File: src/cgwd_pkg.sv
// package for the countdown guard watchdog: port map, indices, codes, timing
// assumes a 10 MHz system clock and an 8-bit host i/o write/read strobe bus
package cgwd_pkg;
    localparam logic [15:0] PORT_INDEX = 16'h002e;
    localparam logic [15:0] PORT_DATA = 16'h002f;
    localparam logic [7:0] UNLOCK_KEY = 8'h87;
    localparam logic [7:0] LOCK_KEY = 8'haa;
    localparam logic [7:0] IDX_LDEV_SEL = 8'h07;
    localparam logic [7:0] IDX_DEV_ENABLE = 8'h30;
    localparam logic [7:0] IDX_ACTIVATE = 8'hf0;
    localparam logic [7:0] IDX_TIME_BASE = 8'hf5;
    localparam logic [7:0] IDX_TIMEOUT = 8'hf6;
    localparam logic [7:0] GUARD_LDEV = 8'h07;
    localparam logic [7:0] ENABLE_VAL = 8'h01;
    localparam logic [7:0] ACTIVATE_VAL = 8'h80;
    localparam logic [7:0] BASE_SECOND = 8'h71;
    localparam logic [7:0] BASE_MINUTE = 8'h79;
    localparam logic [7:0] RST_REG = 8'h00;
    localparam logic [7:0] RST_TIME_BASE = 8'h71;
    localparam int CLK_HZ = 10_000_000;
    localparam int SECOND_S = 1;
    localparam int SECOND_CYCLES = SECOND_S * CLK_HZ;
    localparam int MINUTE_S = 60;
    localparam int RESET_PULSE_NS = 1000;
    localparam int RESET_PULSE_CYCLES =
        (RESET_PULSE_NS * (CLK_HZ / 1_000_000) + 999) / 1000;
endpackage

File: src/cgwd_tick_if.sv
// carrier between the watchdog core and its time base prescaler
// assumes both ends run on clk_sys
`timescale 1ns/1ns
`default_nettype none
interface cgwd_tick_if;
    logic restart;
    logic minute_mode;
    logic tick;
    modport core (output restart, output minute_mode, input tick);
    modport prescaler (input restart, input minute_mode, output tick);
endinterface
`default_nettype wire

File: src/cgwd_prescaler.sv
// time base prescaler: one tick per second or per minute
// assumes restart and minute_mode come from logic on clk_sys
`timescale 1ns/1ns
`default_nettype none
module cgwd_prescaler #(
    parameter int SECOND_CYCLES = cgwd_pkg::SECOND_CYCLES
) (
    // clock and reset
    input wire logic clk_sys,
    input wire logic reset_n,
    input wire logic clk_en,
    // link to core
    cgwd_tick_if.prescaler tk
);
    logic [23:0] sec_cnt_r;
    logic [5:0] min_cnt_r;
    logic tick_r;
    wire sec_wrap = (sec_cnt_r == 24'(SECOND_CYCLES - 1));
    wire min_wrap = (min_cnt_r == 6'(cgwd_pkg::MINUTE_S - 1));
    wire unit_done = sec_wrap && (!tk.minute_mode || min_wrap);
    assign tk.tick = tick_r;

    always_ff @(posedge clk_sys or negedge reset_n)
    begin
        if (!reset_n)
        begin
            sec_cnt_r <= '0;
            min_cnt_r <= '0;
            tick_r <= 1'b0;
        end
        else if (clk_en)
        begin
            // restart realigns the unit so a reload gives whole units
            if (tk.restart)
            begin
                sec_cnt_r <= '0;
                min_cnt_r <= '0;
                tick_r <= 1'b0;
            end
            else
            begin
                sec_cnt_r <= sec_wrap ? '0 : sec_cnt_r + 24'h000001;
                if (sec_wrap)
                    min_cnt_r <= min_wrap ? '0 : min_cnt_r + 6'h01;
                tick_r <= unit_done;
            end
        end
    end
endmodule
`default_nettype wire

File: src/cgwd_top.sv
// countdown guard watchdog behind a two-port index/data config space
// assumes host i/o strobes are one-cycle pulses on clk_sys
// assumes sys_reset feeds a board reset that does not clear this block
// Operation
// RQ1 - count down from preset; pulse system reset when count reaches zero
// RQ2 - host loads a count and reloads it before it expires
// RQ3 - index port takes register index, data port carries its data
// RQ4 - two unlock keys in a row to index port open config space
// RQ5 - index 07h then 07h on data port selects guard device
// RQ6 - writing 01h at index 30h enables the guard device
// RQ7 - writing 80h at index F0h activates the guard function
// RQ8 - index F6h holds 8-bit count; 1..255 units of time base
// RQ9 - a count of zero disables timeout, no reset generated
// RQ10 - writing 71h at index F5h selects one second per unit
// RQ11 - writing 79h at index F5h selects one minute per unit
// RQ12 - each nonzero count write restarts countdown from the new value
`timescale 1ns/1ns
`default_nettype none
module cgwd_top #(
    parameter int SECOND_CYCLES = cgwd_pkg::SECOND_CYCLES
) (
    // clock and reset
    input wire logic clk_sys,
    input wire logic reset_n,
    input wire logic clk_en,
    // host i/o port
    input wire logic [15:0] io_addr,
    input wire logic io_wr,
    input wire logic io_rd,
    input wire logic [7:0] io_wdata,
    output logic [7:0] io_rdata,
    // status and reset request
    output logic cfg_open,
    output logic guard_running,
    output logic sys_reset
);
    typedef enum logic [1:0] {LOCKED, HALF, OPEN} cgwd_lock_e;
    cgwd_lock_e lock_r, lock_nxt;
    logic [7:0] index_r;
    logic [7:0] ldev_r;
    logic [7:0] enable_r;
    logic [7:0] activate_r;
    logic [7:0] base_r;
    logic [7:0] count_r;
    logic [7:0] remain_r;
    logic running_r;
    logic [7:0] rdata_r;
    logic [3:0] rst_cnt_r;
    logic rst_r;
    logic open_r;
    cgwd_tick_if tk ();

    // held in restart while idle, so a load always starts a whole unit
    cgwd_prescaler #(.SECOND_CYCLES(SECOND_CYCLES)) u_pre (
        .clk_sys(clk_sys),
        .reset_n(reset_n),
        .clk_en(clk_en),
        .tk(tk)
    );

    // guard registers answer only with the guard device selected
    function automatic logic is_guard_reg(input logic [7:0] idx);
        return idx == cgwd_pkg::IDX_DEV_ENABLE
            || idx == cgwd_pkg::IDX_ACTIVATE
            || idx == cgwd_pkg::IDX_TIME_BASE
            || idx == cgwd_pkg::IDX_TIMEOUT;
    endfunction

    // decode
    wire hit_index = (io_addr == cgwd_pkg::PORT_INDEX); // RQ3
    wire hit_data = (io_addr == cgwd_pkg::PORT_DATA); // RQ3
    wire idx_wr = io_wr && hit_index;
    wire is_open = (lock_r == OPEN);
    wire dat_wr = io_wr && hit_data && is_open;
    wire sel_guard = (ldev_r == cgwd_pkg::GUARD_LDEV); // RQ5
    wire guard_acc = sel_guard && is_guard_reg(index_r);
    wire wr_ldev = dat_wr && index_r == cgwd_pkg::IDX_LDEV_SEL;
    wire wr_en = dat_wr && guard_acc && index_r == cgwd_pkg::IDX_DEV_ENABLE;
    wire wr_act = dat_wr && guard_acc && index_r == cgwd_pkg::IDX_ACTIVATE;
    wire wr_base = dat_wr && guard_acc && index_r == cgwd_pkg::IDX_TIME_BASE;
    wire wr_cnt = dat_wr && guard_acc && index_r == cgwd_pkg::IDX_TIMEOUT;
    wire armed = enable_r == cgwd_pkg::ENABLE_VAL // RQ6
        && activate_r == cgwd_pkg::ACTIVATE_VAL; // RQ7
    // only the two documented codes change the time base
    wire base_ok = io_wdata == cgwd_pkg::BASE_SECOND // RQ10
        || io_wdata == cgwd_pkg::BASE_MINUTE; // RQ11
    wire load = wr_cnt && io_wdata != 8'h00; // RQ12
    wire expire = running_r && tk.tick && remain_r == 8'h01; // RQ1
    // locked data port, foreign and unmapped reads float high like an idle bus; the index port always reads back index_r
    wire [7:0] rd_mux =
        hit_index ? index_r :
        !hit_data ? 8'hff :
        !is_open ? 8'hff :
        index_r == cgwd_pkg::IDX_LDEV_SEL ? ldev_r :
        !guard_acc ? 8'hff :
        index_r == cgwd_pkg::IDX_DEV_ENABLE ? enable_r :
        index_r == cgwd_pkg::IDX_ACTIVATE ? activate_r :
        index_r == cgwd_pkg::IDX_TIME_BASE ? base_r : count_r;

    assign tk.restart = load || !running_r;
    assign tk.minute_mode = (base_r == cgwd_pkg::BASE_MINUTE); // RQ11

    // unlock: two keys back to back, any other index write relocks halfway
    always_comb
    begin
        lock_nxt = lock_r;
        if (idx_wr)
        begin
            unique case (lock_r)
                LOCKED: lock_nxt = (io_wdata == cgwd_pkg::UNLOCK_KEY)
                    ? HALF : LOCKED; // RQ4
                HALF: lock_nxt = (io_wdata == cgwd_pkg::UNLOCK_KEY)
                    ? OPEN : LOCKED; // RQ4
                OPEN: lock_nxt = (io_wdata == cgwd_pkg::LOCK_KEY)
                    ? LOCKED : OPEN;
            endcase
        end
    end

    always_ff @(posedge clk_sys or negedge reset_n)
    begin
        if (!reset_n)
        begin
            lock_r <= LOCKED;
            index_r <= cgwd_pkg::RST_REG;
            ldev_r <= cgwd_pkg::RST_REG;
            enable_r <= cgwd_pkg::RST_REG;
            activate_r <= cgwd_pkg::RST_REG;
            base_r <= cgwd_pkg::RST_TIME_BASE;
            count_r <= cgwd_pkg::RST_REG;
        end
        else if (clk_en)
        begin
            lock_r <= lock_nxt;
            if (idx_wr && is_open)
                index_r <= io_wdata; // RQ3
            if (wr_ldev)
                ldev_r <= io_wdata; // RQ5
            if (wr_en)
                enable_r <= io_wdata; // RQ6
            if (wr_act)
                activate_r <= io_wdata; // RQ7
            if (wr_base && base_ok)
                base_r <= io_wdata;
            if (wr_cnt)
                count_r <= io_wdata; // RQ8
        end
    end

    // countdown engine
    always_ff @(posedge clk_sys or negedge reset_n)
    begin
        if (!reset_n)
        begin
            remain_r <= 8'h00;
            running_r <= 1'b0;
        end
        else if (clk_en)
        begin
            // disarming stops quietly; only a run to zero resets the board
            if (wr_cnt && io_wdata == 8'h00)
                running_r <= 1'b0; // RQ9
            else if (load)
            begin
                remain_r <= io_wdata; // RQ12
                running_r <= armed;
            end
            else if (!armed || expire)
                running_r <= 1'b0;
            else if (running_r && tk.tick)
                remain_r <= remain_r - 8'h01; // RQ1
        end
    end

    // reset pulse, held long enough for the board's reset logic
    always_ff @(posedge clk_sys or negedge reset_n)
    begin
        if (!reset_n)
        begin
            rst_cnt_r <= 4'h0;
            rst_r <= 1'b0;
        end
        else if (clk_en)
        begin
            if (expire)
            begin
                rst_cnt_r <= 4'(cgwd_pkg::RESET_PULSE_CYCLES);
                rst_r <= 1'b1; // RQ1
            end
            else if (rst_cnt_r > 4'h1)
                rst_cnt_r <= rst_cnt_r - 4'h1;
            else
            begin
                rst_cnt_r <= 4'h0;
                rst_r <= 1'b0;
            end
        end
    end

    always_ff @(posedge clk_sys or negedge reset_n)
    begin
        if (!reset_n)
        begin
            rdata_r <= 8'hff;
            open_r <= 1'b0;
        end
        else if (clk_en)
        begin
            if (io_rd)
                rdata_r <= rd_mux;
            open_r <= (lock_nxt == OPEN);
        end
    end

    // every output straight from a flop
    assign io_rdata = rdata_r;
    assign cfg_open = open_r;
    assign guard_running = running_r;
    assign sys_reset = rst_r;
endmodule
`default_nettype wire

File: config.mk
export PLATFORM = sky130hd
export DESIGN_NAME = cgwd_top
export DESIGN_NICKNAME = d
export VERILOG_FILES = /design/src/cgwd_pkg.sv /design/src/cgwd_tick_if.sv /design/src/cgwd_prescaler.sv /design/src/cgwd_top.sv
export SDC_FILE = /design/constraint.sdc
export NUM_CORES = 1
export LEC_CHECK = 0
export BUFFER_PORTS_ARGS = -buffer_cell sky130_fd_sc_hd__buf_4
export CAP_MARGIN = 15
export CORE_MARGIN = 2
export CORE_UTILIZATION = 50
export DETAILED_ROUTE_END_ITERATION = 8
export PLACE_DENSITY = 0.8
export SKIP_LAST_GASP = 1
export SLEW_MARGIN = 10
export SYNTH_ARGS = -nofsm -noshare
export SYNTH_HDL_FRONTEND = slang
export SYNTH_SLANG_ARGS = --single-unit
File: constraint.sdc
create_clock -name clk_sys -period 3.4 [get_ports clk_sys]
set_input_delay 0.85 -clock clk_sys [delete_from_list [all_inputs] [get_ports clk_sys]]
set_output_delay 0.85 -clock clk_sys [all_outputs]
set_load 0.02 [all_outputs]
; After elaboration in Yosys (flattened, before gate mapping)
; Cells that the tools add are included.
[totals]
register_bits = 104
in_bits = 29
[classes]
addsub = 4
order_cmp = 1
eq_ne = 23
mux = 29
bitwise = 1
reduce_logical = 45
[ops]
columns = operator, n
row1 = 2-to-1 mux 8 bit, 11
row2 = == test 8 bit (second input constant), 6
row3 = 2-to-1 mux 24 bit, 2
row4 = == test 16 x 6 -> 1 bit (second input constant), 2
row5 = adder 24 x 1 -> 24 bit (second input constant), 1
row6 = == test 24 bit (second input constant), 1
row7 = == test 8 x 7 -> 1 bit (second input constant), 3
row8 = AND reduction 2 bit, 10
row9 = logical AND 1 bit, 18
row10 = 2-to-1 mux 6 bit, 3
row11 = == test 8 x 1 -> 1 bit (second input constant), 2
row12 = == test 8 x 3 -> 1 bit (second input constant), 2
row13 = == test 8 x 6 -> 1 bit (second input constant), 1
row14 = logical NOT 8 bit, 1
row15 = 2-to-1 mux 4 bit, 2
row16 = nonzero test 8 bit, 1
row17 = subtractor 8 x 1 -> 8 bit (second input constant), 1
row18 = logical OR 1 bit, 7
row19 = 2-to-1 mux 1 bit, 7
row20 = adder 6 x 1 -> 6 bit (second input constant), 1
row21 = == test 6 bit (second input constant), 1
row22 = 2-to-1 mux 2 bit, 3
row23 = one-hot mux 2 bit (3 select lines), 1
row24 = == test 2 bit (second input constant), 2
row25 = other kinds (10), 14

; Depth between registers and ports, before layout
; Gate-level depths: netlist (run 1).
[depth]
word_depth = 11
mapped_depth = 10

; Cells and area by module
; A second synthesis (run 1) with hierarchy kept.
[hier_totals]
hier_cells = 577
hier_area_um2 = 5855.6
[by_module_without_submodules]
columns = mod, instances, cells_per_inst, area_each_um2
row1 = cgwd_top, 1, 385, 4046.4
row2 = cgwd_prescaler, 1, 192, 1809.2

; Worst setup path after synthesis (run 1)
; OpenSTA, ideal clock, no wires.
[synth_path]
kind = input to register
from = input io_wdata[0]
to = register open_r (netlist: cfg_open)
t_arrival_ns = 2.561
required_ns = 3.275
setup_slack_ns = 0.714
path_stages = 7
path_cell_list = buf_2 or4b_2 or4b_1 a22oi_1 nor2_1 mux2i_1 o2bb2ai_1
[synth_via]
elab_chain_len = 5
[synth_rtl]
columns = element, line_no
row1 = start: declaration, cgwd_top.sv:30  ; input wire logic [7:0] io_wdata,
row2 = "== test 8 bit, on equally long branches", "cgwd_top.sv:110, cgwd_top.sv:112, cgwd_top.sv:114"
row3 = "2-to-1 mux 1 bit, or another cell as far along", cgwd_top.sv:111  ; ? HALF : LOCKED;
row4 = one-hot mux 2 bit (3 select lines) (*), cgwd_top.sv:109  ; unique case (lock_r)
row5 = 2-to-1 mux 2 bit (*), cgwd_top.sv:107  ; if (idx_wr)
row6 = == test 2 bit (*), cgwd_top.sv:211  ; open_r <= (lock_nxt == OPEN);
row7 = end signal: assignment, cgwd_top.sv:211
row8 = end: declaration, cgwd_top.sv:50  ; logic open_r;
; Every way passes the cells marked *; elsewhere a longest branch is shown, timed or not.
; A chain may end at the register's enable or synchronous reset.

; Worst setup path in the final report (run 1)
[layout_path]
from = register index_r[7]
to = register count_r[6]
[layout_via]
elab_chain_len = 8
[layout_rtl]
columns = element, line_no
row1 = start: declaration, cgwd_top.sv:39  ; logic [7:0] index_r;
row2 = start signal: assignment, cgwd_top.sv:125  ; index_r <= cgwd_pkg::RST_REG;
row3 = start signal: assignment, cgwd_top.sv:136  ; index_r <= io_wdata;
row4 = == test 8 x 6 -> 1 bit / == test 8 bit (equally long branches), "cgwd_top.sv:63, cgwd_top.sv:64"
row5 = logical OR 1 bit, cgwd_top.sv:64  ; || idx == cgwd_pkg::IDX_ACTIVATE
row6 = logical OR 1 bit, cgwd_top.sv:65  ; || idx == cgwd_pkg::IDX_TIME_BASE
row7 = logical OR 1 bit, cgwd_top.sv:66  ; || idx == cgwd_pkg::IDX_TIMEOUT;
row8 = logical AND 1 bit, cgwd_top.sv:76  ; wire guard_acc = sel_guard && is_guard_reg(index_r);
row9 = logical AND 1 bit, cgwd_top.sv:81  ; wire wr_cnt = dat_wr && guard_acc && index_r == cgwd_pkg::IDX_TIMEOUT;
row10 = logical AND 1 bit (*), cgwd_top.sv:81
row11 = AND reduction 2 bit (no line) (*), n/a
row12 = end signal: assignment, cgwd_top.sv:130  ; count_r <= cgwd_pkg::RST_REG;
row13 = end signal: assignment, cgwd_top.sv:146  ; count_r <= io_wdata;
row14 = end: declaration, cgwd_top.sv:44  ; logic [7:0] count_r;
; Marked as above.

==> impl_metrics.toml, run 1 <==
[synth]
async_reset_ff_share_pct = 100
post_synth_instance_area_um2 = 5630
synthCells = 539
seq_area_frac_synth_pct = 46.5
ys_ff_latch = 104
synthFlopType = "dfrtp_1"
synth-warning-count = 0
synth-edff-count = 0
postSynthAreaPerCell_um2 = 10.4
ys_types = 76
syn-num-nets = 576

[cells_and_area]
post_layout_net_count = 611
area_delta_synth_final_pct = 12.2
final_core_density_pct = 57.8
finish.instance_area_um2 = 6320
n_antenna_cell = 0
drive_gt1_share_pct = 22.6
fill_cells = 913

[clock_tree]
cts_tree = "done"
cts-root-buf = "clkbuf_16"
cts_htree_levels = 3
cts_buffers = 9
clk_latency_ns = 0.36
worst_setup_hold_path_clk_slew_ns = 0.07
hold_buffers = 0
clk_path_buf_depth = 2
postCtsResizedCells = 0
cts_num_sinks = 104
post-cts-setup-buffers = 0

[setup_path]
crit_path_start_kind = "flip-flop"
worstSetupPathType = "reg2reg"
cp_max_fanout = 12
arrival_time_at_the_worst_endpoint_ns = 3.01
timing.critical_path.required_ns = 3.64
critPathCaptureType = "flip-flop"

[power]
comb_power_share_pct = 8.6
cell_internal_pwr_mw = 1.86
cellPowerDensity_nw_per_um2 = 397
switching_share_pct = 25.9
vdd.ir_drop.worst_mv = 0.314
pwr-share-seq_pct = 51.3
p_leak_nw = 2.66
clock_power_share_pct = 40.1
power.switching_mw = 0.650

[routing]
post-route-drc-count = 0
num_vias = 4596
dr.first_iter.drc_count = 451
finalWirelength_mm = 13.9
detail-route-antenna-nets = 0
drt_pre_antenna_iters = 7
via_per_inst = 6.39
wl_per_cell_um = 19.4

[floorplanning]
die_area_um2 = 12100
fp-row-count = 38
die_width_um = 110
io_pins = 40
dieHeight_um = 110
core_footprint_um2 = 10900
start_util_pct = 51.5

[timing]
slew_viol_final = 0
finalHoldViolations = 0
timing.final.setup_violations = 0
hold_slack_ns = 0.509
final_period_minus_worst_setup_slack_ns = 2.77
totalNegativeSetupSlack_ns = 0
rsz0062_at_grt = "no"
achievable-frequency_ghz = 0.362
final_min_period_over_clock_period_pct = 81.3
worstMarginPinSlew_ns = 0.581
slew_headroom_pct = 60.3
clock_skew_ns = 0.00721
postLayoutSetupSlackWorst_ns = 0.635

[place]
place.detailed.hpwl_mm = 9.50
port-buffer-count = 39
detailedPlace.worstSlack_ns = 0.325
finalWeightedCongestion = 0.827
dpl_cell_area_um2 = 6040

[grt]
global_route.usage.total_pct = 24.5
grt.overflow.total = 0
grt_pass1_vias = 4624
grt_pass1_wl_mm = 22.8
grt_antenna_before_repair = 0
maximum_number_of_pins_on_one_net_before_global_route_repair = 105

[job]
drv.max_cap_violation_count = 0

[worst_hold_path]
worst_hold_path_type = "reg2reg"

[status]
status = "finished, final reports clean"
-- area by class of cell --
cell class	instances	area, um^2	share of cell area, %
Tap cell	140	175	2.77
Timing Repair Buffer	51	395	6.26
Sequential cell	104	2620	41.4
Clock buffer	10	229	3.62
Clock inverter	6	55.1	0.871
Multi-Input combinational cell	388	2770	43.9
Inverter	20	75.1	1.19
-- placed cells by master, fill, tap and decap left out, drive strengths merged, types with 5 or more instances in the layout --
cell      n
nand3    22
a222oi    8
a22o      9
nand4    22
o2bb2ai  10
buf      51
o21ai    19
nand2b    7
clkbuf   10
a21oi    21
mux2i     5
xnor2     8
ha        8
and2      6
a2111oi   7
xor2     12
nand2    32
dfrtp    92
inv      21
dfstp    12
nor3     15
or3      13
and3      5
o22ai    12
mux2     39
a211oi    5
nor2     34
nor4     11
-- registers in the layout, summed over array words and instances (netlist names), 6 cells and up --
name / count
activate_r: 8
base_r: 8
count_r: 8
index_r: 8
u_pre.sec_cnt_r: 24
enable_r: 8
ldev_r: 8
remain_r: 8
u_pre.min_cnt_r: 6
io_rdata: 8
-- worst paths after layout --
kind	from	endpoint	slack, ns	depth (start not counted)
worst max register to register	index_r[7]$_DFFE_PN0P_	count_r[6]$_DFFE_PN0P_	0.63	7
worst min register to register	base_r[5]$_DFFE_PN1P_	base_r[5]$_DFFE_PN1P_	0.51	1
worst min-delay path	base_r[5]$_DFFE_PN1P_	base_r[5]$_DFFE_PN1P_	0.51	1
worst max-delay path	index_r[7]$_DFFE_PN0P_	count_r[6]$_DFFE_PN0P_	0.63	7
max in group asynchronous	reset_n	io_rdata[4]$_DFFE_PN1P_	2.42	2
min in group asynchronous	reset_n	rst_cnt_r[1]$_DFFE_PN0P_	0.54	2
-- power groups by stage --
stage,clock (mW),sequential [mW],combinational [mW]
floorplan,0,1.31,0.119
global placement,0,1.31,0.200
detailed placement,0,1.31,0.216
CTS,1.01,1.29,0.217
global route,1.07,1.29,0.244
finish,1.00,1.29,0.215
-- worst max-delay path, cell delays in order, from the launching register on --
cell	delay, ns
dfrtp_1	0.45
and2_1	0.43
o21ai_0	0.25
a2111oi_2	0.40
buf_4	0.25
and3_1	0.25
nand2_1	0.26
mux2_2	0.36
-- per-layer routing --
metal	global-route usage [%]	vias to the layer above	share of wire (%)
met3	5.82	35	5.5
met1	29.9	2301	42
li1	-	2107	-
met5	0	-	0
met2	42.0	153	50
met4	9.38	0	2.6
-- logic make-up after synthesis --
group / Yosys count / synth area share [%]
compound gates: 114 / 14.8
flops: 104 / 46.5
simple gates: 202 / 20.9
buf+inv: 47 / 4.29
xor+xnor: 20 / 3.11
fa+ha+maj: 8 / 1.78
mux: 44 / 8.69
-- Yosys cell counts (4+ instances only) --
master	count	share of area, %
and3_1	4	0.44
or3_1	13	1.4
nand4_1	21	2.3
a21oi_1	21	1.9
nand2_1	32	2.1
mux2_2	39	7.8
and4_1	4	0.62
buf_2	4	0.36
nor3_1	14	1.2
a211oi_1	4	0.53
clkbuf_1	12	0.80
inv_1	19	1.3
ha_1	8	1.8
mux2i_1	5	0.89
xnor2_1	8	1.2
and2_1	6	0.67
o22ai_1	12	1.3
xor2_1	12	1.9
nor4b_1	4	0.62
a2111oi_0	6	0.93
dfstp_2	12	5.6
nor4_1	10	1.1
dfrtp_1	92	41
nor2_1	33	2.2
o2bb2ai_1	10	1.6
o21ai_0	19	1.7
a222oi_1	8	1.4
a22o_1	9	1.4
nand2b_1	7	0.78
nor3b_1	4	0.53
nand3_1	21	1.9
nand4b_1	4	0.62
-- stage by stage --
| stage | instances | power, mW |
|---|---|---|
| final | 719 | 2.51 |
| after global routing | 719 | 2.60 |
| after CTS | 719 | 2.52 |
| after detailed placement | 703 | 1.53 |
| after global placement | 703 | 1.51 |
| after floorplan | 539 | 1.42 |
No activity file was read; power rests on OpenSTA's default activity.
==> run 2: changes to the inputs <==
Clock period 3.4 ns to 2.8 ns, I/O delays scaled along.
==> run 2 against run 1 <==
Net effect: count of clock-buffer cells in the layout is the same; setup slack got worse by 0.50 ns; sequential power grew 22%; register-to-register slack got worse by 0.50 ns; sequential cell count is the same; final cell count grew 1.4%; via count shrank 0.30%.
==> impl_metrics.toml, run 2 (synthesis results as in run 1) <==
[power]
cell_internal_pwr_mw = 2.27
cellPowerDensity_nw_per_um2 = 480
comb_power_share_pct = 8.7
p_leak_nw = 2.73
power.switching_mw = 0.812
switching_share_pct = 26.4
vdd.ir_drop.worst_mv = 0.471
pwr-share-seq_pct = 50.8
clock_power_share_pct = 40.4

[cells_and_area]
largest_reg_flops = 24
area_delta_synth_final_pct = 13.8
fill_cells = 900
final_core_density_pct = 58.6
largest-register = "u_pre.sec_cnt_r"
layout.cells.non_filler = 729
post_layout_net_count = 621
n_antenna_cell = 0
mostFrequentLayoutCell = "dfrtp_1"
drive_gt1_share_pct = 23.9
most_frequent_cells_in_the_layout = "dfrtp_1, buf_4, mux2_2, nor2_1, nand2_1"

[timing]
slew_viol_final = 0
rsz0062_at_grt = "no"
worstMarginPinSlew_ns = 0.659
finalHoldViolations = 0
timing.final.setup_violations = 0
slew_headroom_pct = 56.1
final_min_period_over_clock_period_pct = 95.2
postLayoutSetupSlackWorst_ns = 0.134
achievable-frequency_ghz = 0.375
final_period_minus_worst_setup_slack_ns = 2.67
clock_skew_ns = 0.00926
totalNegativeSetupSlack_ns = 0

[routing]
num_vias = 4582
drt_pre_antenna_iters = 5
post-route-drc-count = 0
finalWirelength_mm = 14.1
wl_per_cell_um = 19.4
detail-route-antenna-nets = 0
dr.first_iter.drc_count = 457
via_per_inst = 6.29

[setup_path]
reg2regPathDepth = 7
worstSetupPathType = "reg2reg"
critical-path-max-stage-delay_ns = 0.56
cp_num_buf_inv = 1
cell_by_cell_trace_of_the_critical_path = "or4b_4, or4_1, a211oi_2, a21oi_1, buf_4, nor2_4, nor2_1"
crit_path_start_kind = "flip-flop"
cp_top_family = "simple AND/OR/NAND/NOR gates"
arrival_time_at_the_worst_endpoint_ns = 2.89
cp_max_fanout = 18
critPathCaptureType = "flip-flop"
path_depth = 7
timing.critical_path.required_ns = 3.03
critical_path.slowest_cell = "or4b_4"

[clock_tree]
cts_num_sinks = 104
post-cts-setup-buffers = 0
postCtsResizedCells = 0
clk_latency_ns = 0.36
cts-root-buf = "clkbuf_16"
worst_setup_hold_path_clk_slew_ns = 0.08
cts_tree = "done"
cts_htree_levels = 3
hold_buffers = 0
clk_path_buf_depth = 2
cts_buffers = 9

[place]
place.detailed.hpwl_mm = 9.96
finalWeightedCongestion = 0.895
detailedPlace.worstSlack_ns = 0.0547
dp_cells = 713
port-buffer-count = 39

[grt]
grt_pass1_vias = 4666
grt_pass1_wl_mm = 23.5
grt.overflow.total = 0
global_route.usage.total_pct = 25.2
maximum_number_of_pins_on_one_net_before_global_route_repair = 51
grt_antenna_before_repair = 0

[floorplanning]
core_footprint_um2 = 10900
die_width_um = 110
dieHeight_um = 110
io_pins = 40
start_util_pct = 51.5
fp-row-count = 38
die_area_um2 = 12100

[job]
drv.max_cap_violation_count = 0

[worst_hold_path]
worst_hold_path_type = "in2async"

[status]
status = "finished, final reports clean"
-- run 2: final timing paths --
kind                                        from                         endpoint  slack, ns
hold reg to reg            base_r[0]$_DFFE_PN1P_            base_r[0]$_DFFE_PN1P_       0.51
max in group asynchronous                reset_n          io_rdata[4]$_DFFE_PN1P_       1.69
hold / removal                           reset_n  u_pre.sec_cnt_r[15]$_DFFE_PN0P_       0.37
min in group clk_sys       base_r[0]$_DFFE_PN1P_            base_r[0]$_DFFE_PN1P_       0.51
setup / recovery           ldev_r[3]$_DFFE_PN0P_  u_pre.sec_cnt_r[23]$_DFFE_PN0P_       0.13
setup reg to reg           ldev_r[3]$_DFFE_PN0P_  u_pre.sec_cnt_r[23]$_DFFE_PN0P_       0.13
-- run 2: area by class of cell --
cell class / count / area [um^2] / area share [%]
Sequential cell: 104 / 2620 / 40.8
Clock buffer: 10 / 229 / 3.57
Inverter: 20 / 75.1 / 1.17
Multi-Input combinational cell: 388 / 2770 / 43.3
Timing Repair Buffer: 61 / 483 / 7.53
Tap cell: 140 / 175 / 2.73
Clock inverter: 6 / 57.6 / 0.898
-- run 2: layer usage --
metal  part of all wire (%)  global-route usage [%]  vias up  wire length (um)
met2                     51                    42.5      152              7170
met3                    5.4                    4.70       35               765
li1                       -                       -     2129                 -
met1                     41                    31.9     2266              5810
met4                    2.7                    10.1        0               380
met5                      0                       0        -                 0
-- run 2: worst reg2reg max path: cells and delay by family (launching register included) --
family	cells	cell delay, ns
buffers and inverters	1	0.18
AND/OR/NAND/NOR	4	1.51
AO/OA/AOI/OAI	2	0.44
flip-flops	1	0.41
-- run 2: metrics by stage --
step                hold WS, ns  total power [mW]  instance area, um^2
CTS                       0.401              3.09                 6410
floorplan                 0.404              1.73                 5630
global placement          0.485              1.84                 6120
global route              0.422              3.19                 6410
detailed placement        0.496              1.86                 6120
finish                    0.374              3.08                 6410
-- run 2: power by group through the flow --
stage          clock network [mW]  registers (mW)  logic (mW)
5_1_grt                      1.32            1.57       0.301
2_1_floorplan                   0            1.59       0.144
6_report                     1.24            1.57       0.269
3_3_place_gp                    0            1.59       0.249
4_1_cts                      1.25            1.56       0.270
3_5_place_dp                    0            1.59       0.268
